$ cat src/rtl/smrc_pkg.sv
package smrc_pkg;
    // register addresses
    localparam logic [5:0] SMRC_ADDR_IF_CODE = 6'h0B;
    localparam logic [5:0] SMRC_ADDR_OFFSET = 6'h0C;
    localparam logic [5:0] SMRC_ADDR_WORD_HI = 6'h0D;
    localparam logic [5:0] SMRC_ADDR_WORD_MID = 6'h0E;
    localparam logic [5:0] SMRC_ADDR_WORD_LO = 6'h0F;
    localparam logic [5:0] SMRC_ADDR_BW_EXP = 6'h10;
    localparam logic [5:0] SMRC_ADDR_MANT = 6'h11;
    // reset values
    localparam logic [4:0] SMRC_RST_IF_CODE = 5'h0F;
    localparam logic [0:0] SMRC_RST_IF_SPARE = 1'h0;
    localparam logic [7:0] SMRC_RST_OFFSET = 8'h00;
    localparam logic [5:0] SMRC_RST_WORD_HI = 6'h1E;
    localparam logic [7:0] SMRC_RST_WORD_MID = 8'hC4;
    localparam logic [7:0] SMRC_RST_WORD_LO = 8'hEC;
    localparam logic [1:0] SMRC_RST_BW_E = 2'h2;
    localparam logic [1:0] SMRC_RST_BW_M = 2'h0;
    localparam logic [3:0] SMRC_RST_RATE_E = 4'hC;
    localparam logic [7:0] SMRC_RST_RATE_M = 8'h22;
    // field positions
    localparam int SMRC_IF_CODE_LSB = 0;
    localparam int SMRC_IF_SPARE_BIT = 5;
    localparam int SMRC_BW_E_LSB = 6;
    localparam int SMRC_BW_M_LSB = 4;
    localparam int SMRC_RATE_E_LSB = 0;
    // fixed scale points of the derived quantities
    localparam logic [9:0] SMRC_HIDDEN_ONE = 10'h100;
    localparam logic [2:0] SMRC_BW_BASE = 3'h4;

    // configuration handed to synthesizer and demodulator
    typedef struct packed {
        logic [23:0] synth_word;
        logic [4:0] if_mixer_code;
        logic [1:0] bandwidth_exponent;
        logic [1:0] bandwidth_mantissa;
        logic [3:0] symbol_rate_exponent;
        logic [7:0] symbol_rate_mantissa;
        logic [8:0] rate_mantissa_full;
        logic [6:0] bw_divider;
    } smrc_cfg_t;
endpackage

$ cat src/rtl/smrc_regs.sv
`timescale 1ns/1ps
`default_nettype none

// Function
// - if code scaled, subtracted, drives mixer
// - if code resets fifteen, receive only
// - signed offset trim added to word
// - top two carrier bits read zero
// - carrier word built from three bytes
// - bandwidth exponent and mantissa set decimation
// - rate mantissa nine bits, hidden one
// - rate uses 256 plus mantissa, exponent
// - rate exponent low nibble, resets twelve
// - rate mantissa own register, resets 0x22
module smrc_regs
    import smrc_pkg::*;
#(
    parameter int ADDR_W = 6
) (
    input wire logic clk,
    input wire logic reset,
    input wire logic wr_en,
    input wire logic rd_en,
    input wire logic [ADDR_W-1:0] addr,
    input wire logic [7:0] wr_data,
    input wire logic rx_active,
    output logic [7:0] rd_data,
    output logic rd_valid,
    output logic [23:0] synth_word,
    output logic [4:0] if_mixer_code,
    output logic if_spare,
    output logic [1:0] bandwidth_exponent,
    output logic [1:0] bandwidth_mantissa,
    output logic [6:0] bw_divider,
    output logic [3:0] symbol_rate_exponent,
    output logic [8:0] rate_mantissa_full,
    output smrc_cfg_t cfg
);

    // elaboration check: the highest mapped offset needs five address bits
    if (ADDR_W < 5) begin : g_addr_w_check
        $error("smrc_regs: ADDR_W too small for 0x11");
    end

    // storage, one flip-flop group per register field
    logic [4:0] if_code_reg;
    logic if_spare_reg;
    logic [7:0] synth_offset_value_reg;
    logic [5:0] word_hi_reg;
    logic [7:0] word_mid_reg;
    logic [7:0] word_lo_reg;
    logic [1:0] bw_e_reg;
    logic [1:0] bw_m_reg;
    logic [3:0] rate_e_reg;
    logic [7:0] rate_m_reg;
    logic [7:0] rd_data_reg;
    logic rd_valid_reg;
    logic [23:0] synth_word_reg;
    logic [4:0] mixer_code_reg;
    logic [6:0] bw_div_reg;
    logic [8:0] rate_full_reg;

    // address match shared by write and read decode
    function automatic logic hit(input logic [ADDR_W-1:0] a,
                                 input logic [5:0] target);
        hit = (a == ADDR_W'(target));
    endfunction

    wire logic sel_if = hit(addr, SMRC_ADDR_IF_CODE);
    wire logic sel_off = hit(addr, SMRC_ADDR_OFFSET);
    wire logic sel_hi = hit(addr, SMRC_ADDR_WORD_HI);
    wire logic sel_mid = hit(addr, SMRC_ADDR_WORD_MID);
    wire logic sel_lo = hit(addr, SMRC_ADDR_WORD_LO);
    wire logic sel_bw = hit(addr, SMRC_ADDR_BW_EXP);
    wire logic sel_mant = hit(addr, SMRC_ADDR_MANT);

    // carrier word and signed trim; trim is sign-extended to 24 bits
    wire logic [23:0] carrier_base_word =
        {2'h0, word_hi_reg, word_mid_reg, word_lo_reg};
    wire logic [23:0] offset_ext =
        {{16{synth_offset_value_reg[7]}}, synth_offset_value_reg};
    // base word in 1/2^16 steps, trim in 1/2^14: trim shifted up by two
    wire logic [23:0] offset_scaled = {offset_ext[21:0], 2'h0};
    wire logic [23:0] word_trimmed =
        carrier_base_word + offset_scaled;
    // if code in 1/2^10 steps is 64 word steps
    wire logic [23:0] if_in_word = {13'h0, if_code_reg, 6'h0};
    wire logic [23:0] word_next = rx_active ?
        word_trimmed - if_in_word : word_trimmed;
    wire logic [4:0] mixer_next = rx_active ? if_code_reg : 5'h00;

    // bandwidth divider 8*(4+m); the exponent stays a shift downstream
    wire logic [6:0] bw_div_next =
        {1'h0, 3'(SMRC_BW_BASE + {1'h0, bw_m_reg}), 3'h0};
    // rate mantissa with hidden leading one restored
    wire logic [8:0] rate_full_next =
        9'(SMRC_HIDDEN_ONE + {2'h0, rate_m_reg});

    // read mux; unused bits and unmapped addresses read zero
    wire logic [7:0] rd_mux =
        sel_if ? {2'h0, if_spare_reg, if_code_reg} :
        sel_off ? synth_offset_value_reg :
        sel_hi ? {2'h0, word_hi_reg} :
        sel_mid ? word_mid_reg :
        sel_lo ? word_lo_reg :
        sel_bw ? {bw_e_reg, bw_m_reg, rate_e_reg} :
        sel_mant ? rate_m_reg : 8'h00;

    // register writes; bits 7:6 of two registers are never stored
    always_ff @(posedge clk or posedge reset) begin
        if (reset) begin
            if_code_reg <= SMRC_RST_IF_CODE;
            if_spare_reg <= SMRC_RST_IF_SPARE;
            synth_offset_value_reg <= SMRC_RST_OFFSET;
            word_hi_reg <= SMRC_RST_WORD_HI;
            word_mid_reg <= SMRC_RST_WORD_MID;
            word_lo_reg <= SMRC_RST_WORD_LO;
            bw_e_reg <= SMRC_RST_BW_E;
            bw_m_reg <= SMRC_RST_BW_M;
            rate_e_reg <= SMRC_RST_RATE_E;
            rate_m_reg <= SMRC_RST_RATE_M;
        end else if (wr_en) begin
            if (sel_if) begin
                if_code_reg <= wr_data[SMRC_IF_CODE_LSB +: 5];
                if_spare_reg <= wr_data[SMRC_IF_SPARE_BIT];
            end
            if (sel_off) begin
                synth_offset_value_reg <= wr_data;
            end
            if (sel_hi) begin
                word_hi_reg <= wr_data[5:0];
            end
            if (sel_mid) begin
                word_mid_reg <= wr_data;
            end
            if (sel_lo) begin
                word_lo_reg <= wr_data;
            end
            if (sel_bw) begin
                bw_e_reg <= wr_data[SMRC_BW_E_LSB +: 2];
                bw_m_reg <= wr_data[SMRC_BW_M_LSB +: 2];
                rate_e_reg <= wr_data[SMRC_RATE_E_LSB +: 4];
            end
            if (sel_mant) begin
                rate_m_reg <= wr_data;
            end
        end
    end

    // read data registered: answers one cycle after rd_en
    always_ff @(posedge clk or posedge reset) begin
        if (reset) begin
            rd_data_reg <= 8'h00;
            rd_valid_reg <= 1'h0;
        end else begin
            rd_data_reg <= rd_en ? rd_mux : 8'h00;
            rd_valid_reg <= rd_en;
        end
    end

    // derived outputs registered so every output leaves a flip-flop;
    // a write shows on them one cycle after it is stored
    always_ff @(posedge clk or posedge reset) begin
        if (reset) begin
            synth_word_reg <= 24'h000000;
            mixer_code_reg <= 5'h00;
            bw_div_reg <= 7'h00;
            rate_full_reg <= 9'h000;
        end else begin
            synth_word_reg <= word_next;
            mixer_code_reg <= mixer_next;
            bw_div_reg <= bw_div_next;
            rate_full_reg <= rate_full_next;
        end
    end

    assign rd_data = rd_data_reg;
    assign rd_valid = rd_valid_reg;
    assign synth_word = synth_word_reg;
    assign if_mixer_code = mixer_code_reg;
    assign if_spare = if_spare_reg;
    assign bandwidth_exponent = bw_e_reg;
    assign bandwidth_mantissa = bw_m_reg;
    assign bw_divider = bw_div_reg;
    assign symbol_rate_exponent = rate_e_reg;
    assign rate_mantissa_full = rate_full_reg;

    // bundled copy for downstream blocks
    assign cfg.synth_word = synth_word_reg;
    assign cfg.if_mixer_code = mixer_code_reg;
    assign cfg.bandwidth_exponent = bw_e_reg;
    assign cfg.bandwidth_mantissa = bw_m_reg;
    assign cfg.symbol_rate_exponent = rate_e_reg;
    assign cfg.symbol_rate_mantissa = rate_m_reg;
    assign cfg.rate_mantissa_full = rate_full_reg;
    assign cfg.bw_divider = bw_div_reg;

endmodule

`default_nettype wire

$ cat config.mk
export PLATFORM = sky130hd
export DESIGN_NAME = smrc_regs
export DESIGN_NICKNAME = d
export VERILOG_FILES = /design/src/rtl/smrc_pkg.sv /design/src/rtl/smrc_regs.sv
export SDC_FILE = /design/constraint.sdc
export NUM_CORES = 1
export LEC_CHECK = 0
export BUFFER_PORTS_ARGS = -buffer_cell sky130_fd_sc_hd__buf_2
export CAP_MARGIN = 5
export CORE_UTILIZATION = 45
export DETAILED_ROUTE_END_ITERATION = 8
export GPL_ROUTABILITY_DRIVEN = 0
export PLACE_DENSITY = 0.66
export REMOVE_ABC_BUFFERS = 1
export SLEW_MARGIN = 40
export SYNTH_ARGS = -nofsm -noshare
export SYNTH_HDL_FRONTEND = slang
export SYNTH_SLANG_ARGS = --single-unit
$ cat constraint.sdc
create_clock -name clk -period 3.9 [get_ports clk]
set_input_delay 0.39 -clock clk [delete_from_list [all_inputs] [get_ports clk]]
set_output_delay 0.39 -clock clk [all_outputs]
set_load 0.01 [all_outputs]
==> metrics <==
via/cell ratio=5.31; Post-DP Area=6300 um2; TritonCTS Buffers=9; Total GRT Usage=0.200; pins over their slew limit=0; Core Util, Final=0.527; post-route minimum period=3.67 ns; Starting Density=0.461; first-pass GRT wire length=20,300 um; HP Class=input pin to flop; FMAX=272 MHz; CP required=4.18 ns; vias post-DR=4,220; outcome=complete, no violations; Synth area leader=dfrtp_1; Crit Path Class=flop to flop; Gate Count Post-Synth=528; Synth async-reset ratio=1.00; DPL Wire Length=9480 um; CP delay by family, top=simple AND/OR/NAND/NOR gates; CTS HTree Levels=3; max reg flops=24; largest net degree at the start of global routing=49; Core Footprint=12,600 um2; Fillers=1,144; Worst Path Max Fanout=4; dpl cells=777; TritonCTS Sinks=101; final WL=12,700 um; worst vdd ir=0.345 mV; worst path buffer plus inverter count=0; DIE HEIGHT=116 um; Critical Path Start Type=flop; Die Footprint=13,400 um2; vias in the first global route=4,011; Lkg Pwr=0.00335 uW; Final Skew=0.0116 ns; final setup TNS=0 ns; Seq. cell area=2550 um2; TritonCTS clock tree=done; Reg clk slew, reported paths=0.07 ns; share of the synthesized area in the top cell type=0.344; Post-DRT Antenna Nets=0; Residual DRC=0; CTS Root Cell=clkbuf_16; Finished Cell Area=6650 um2; #FFs+latches synth=101; CP endpoint kind=flop; total grt overflow=0; worst-path cell chain=ha_2, fa_2, a211oi_2, o21ai_2, xnor2_2, ha_1, nor2b_1, o21ai_1, nand2b_1, a211o_1, or3_4, nand4b_4, nor4b_4, xnor2_1; ys flop type=dfrtp_1; Clock Path Buffers=2; io pins=143; TritonRoute pass-1 iters=5; Post-synth top cells=80 x dfrtp_1, 58 x buf_4, 51 x mux2_2; Max Cap Violations=0; EDFF count, synth=0; PwrDens=527 nW/um2; Worst-Margin Slew=0.768 ns; total power=3510 uW; dominant cells by area after synthesis=dfrtp_1 34%, mux2_2 9.9%, dfstp_2 9.5%, buf_4 7.5%, ha_1 5.6%; sequential area share after synthesis=0.439; worst skew pair latency=0.36 ns; Max-Slew Margin vs Limit=0.486; Buffers on Ports=134; Core Rows=41; Unique masters post-synth=64; critical path data arrival time=3.95 ns; CP max stage delay=0.40 ns; Mapped Area=5820 um2; Inserted Diodes=0; # setup viols final=0; period utilization=0.942; area occupied by multi-input gates=2770 um2; starting DRC count in detailed routing=264; Avg Synthesized Cell Area=11.0 um2; # nets final=666; drt wl/cell=16.0 um; Area Overhead vs Synth=14.3%; Die Wd=116 um; layout cells sized above 1=0.409; Slowest-stage cell, CP=dfrtp_1; synthesis warning total=0; count leader, synth=dfrtp_1; Finished Layout Cells=795; Final Hold Vio Count=0; initial antenna violation count=0
final cells by class:
type | count | area share
well taps | 172 | 0.0323
clock buffers | 11 | 0.0365
flip-flops and latches | 101 | 0.384
repair buffers | 144 | 0.112
clock inverters | 4 | 0.00846
multi-input cells | 346 | 0.417
inverters | 17 | 0.00997
report_power, final:
part / total (uW) / internal (uW) / switching (uW)
Sequential: 1380 / 1260 / 128
Combinational: 1220 / 544 / 676
Clock: 905 / 516 / 389
logic make-up after synthesis:
family          synth area share
simple gates               0.107
flops                      0.439
compound gates             0.117
buf+inv                   0.0944
mux                        0.133
xor+xnor                  0.0451
fa+ha+maj                 0.0628
other cells              0.00129
per-layer routing:
metal | GRT usage | vias to the layer above | wire [um]
met5 | 0 | - | 0
met4 | 0.0615 | 0 | 184
met3 | 0.0507 | 19 | 787
met2 | 0.329 | 182 | 6040
met1 | 0.261 | 2021 | 5730
li1 | - | 1998 | -
worst paths after layout:
path | to | depth (start not counted) | slack (ns) | startpoint
setup / recovery | synth_word[22] | 14 | 0.23 | synth_offset_value_reg[0]
hold / removal | rd_valid | 1 | 0.15 | rd_en
setup reg to reg | synth_word[22] | 14 | 0.23 | synth_offset_value_reg[0]
hold reg to reg | rate_mantissa_full[5] | 0 | 0.42 | rate_m_reg[5]
max in group asynchronous | word_mid_reg[5] | 4 | 2.61 | reset
min in group asynchronous | symbol_rate_exponent[0] | 3 | 0.47 | reset
repair_timing:
item / CTS / global route
resized for setup: 0 / 6
endpoints found under the hold margin: 8 / 0
endpoints found under the setup margin: 0 / 3
hold buffers: 1 / 0
setup buffers: 0 / 2
cell usage in the layout (no fill, tap or decap), types with 7 or more instances in the layout:
cell and n:
inv_1 16, xnor2_1 18, buf_4 9, buf_2 134
nor2_1 34, nand2_1 26, o21ai_0 19, mux2i_1 11
nor3_1 8, nand3_1 7, dfrtp_1 80, mux2_2 51
dfstp_2 21, clkbuf_16 9, conb_1 9, a21oi_1 27
xor2_1 11, ha_1 24
stage by stage:
step / hold slack, ns / setup WS, ns
floorplan: 0.365 / 0.372
global placement: 0.302 / 0.187
detailed placement: 0.307 / 0.0838
CTS: 0.142 / 0.0501
global route: 0.145 / -0.00738
finish: 0.153 / 0.227
Note: power is estimated with default switching activity, not from simulation.
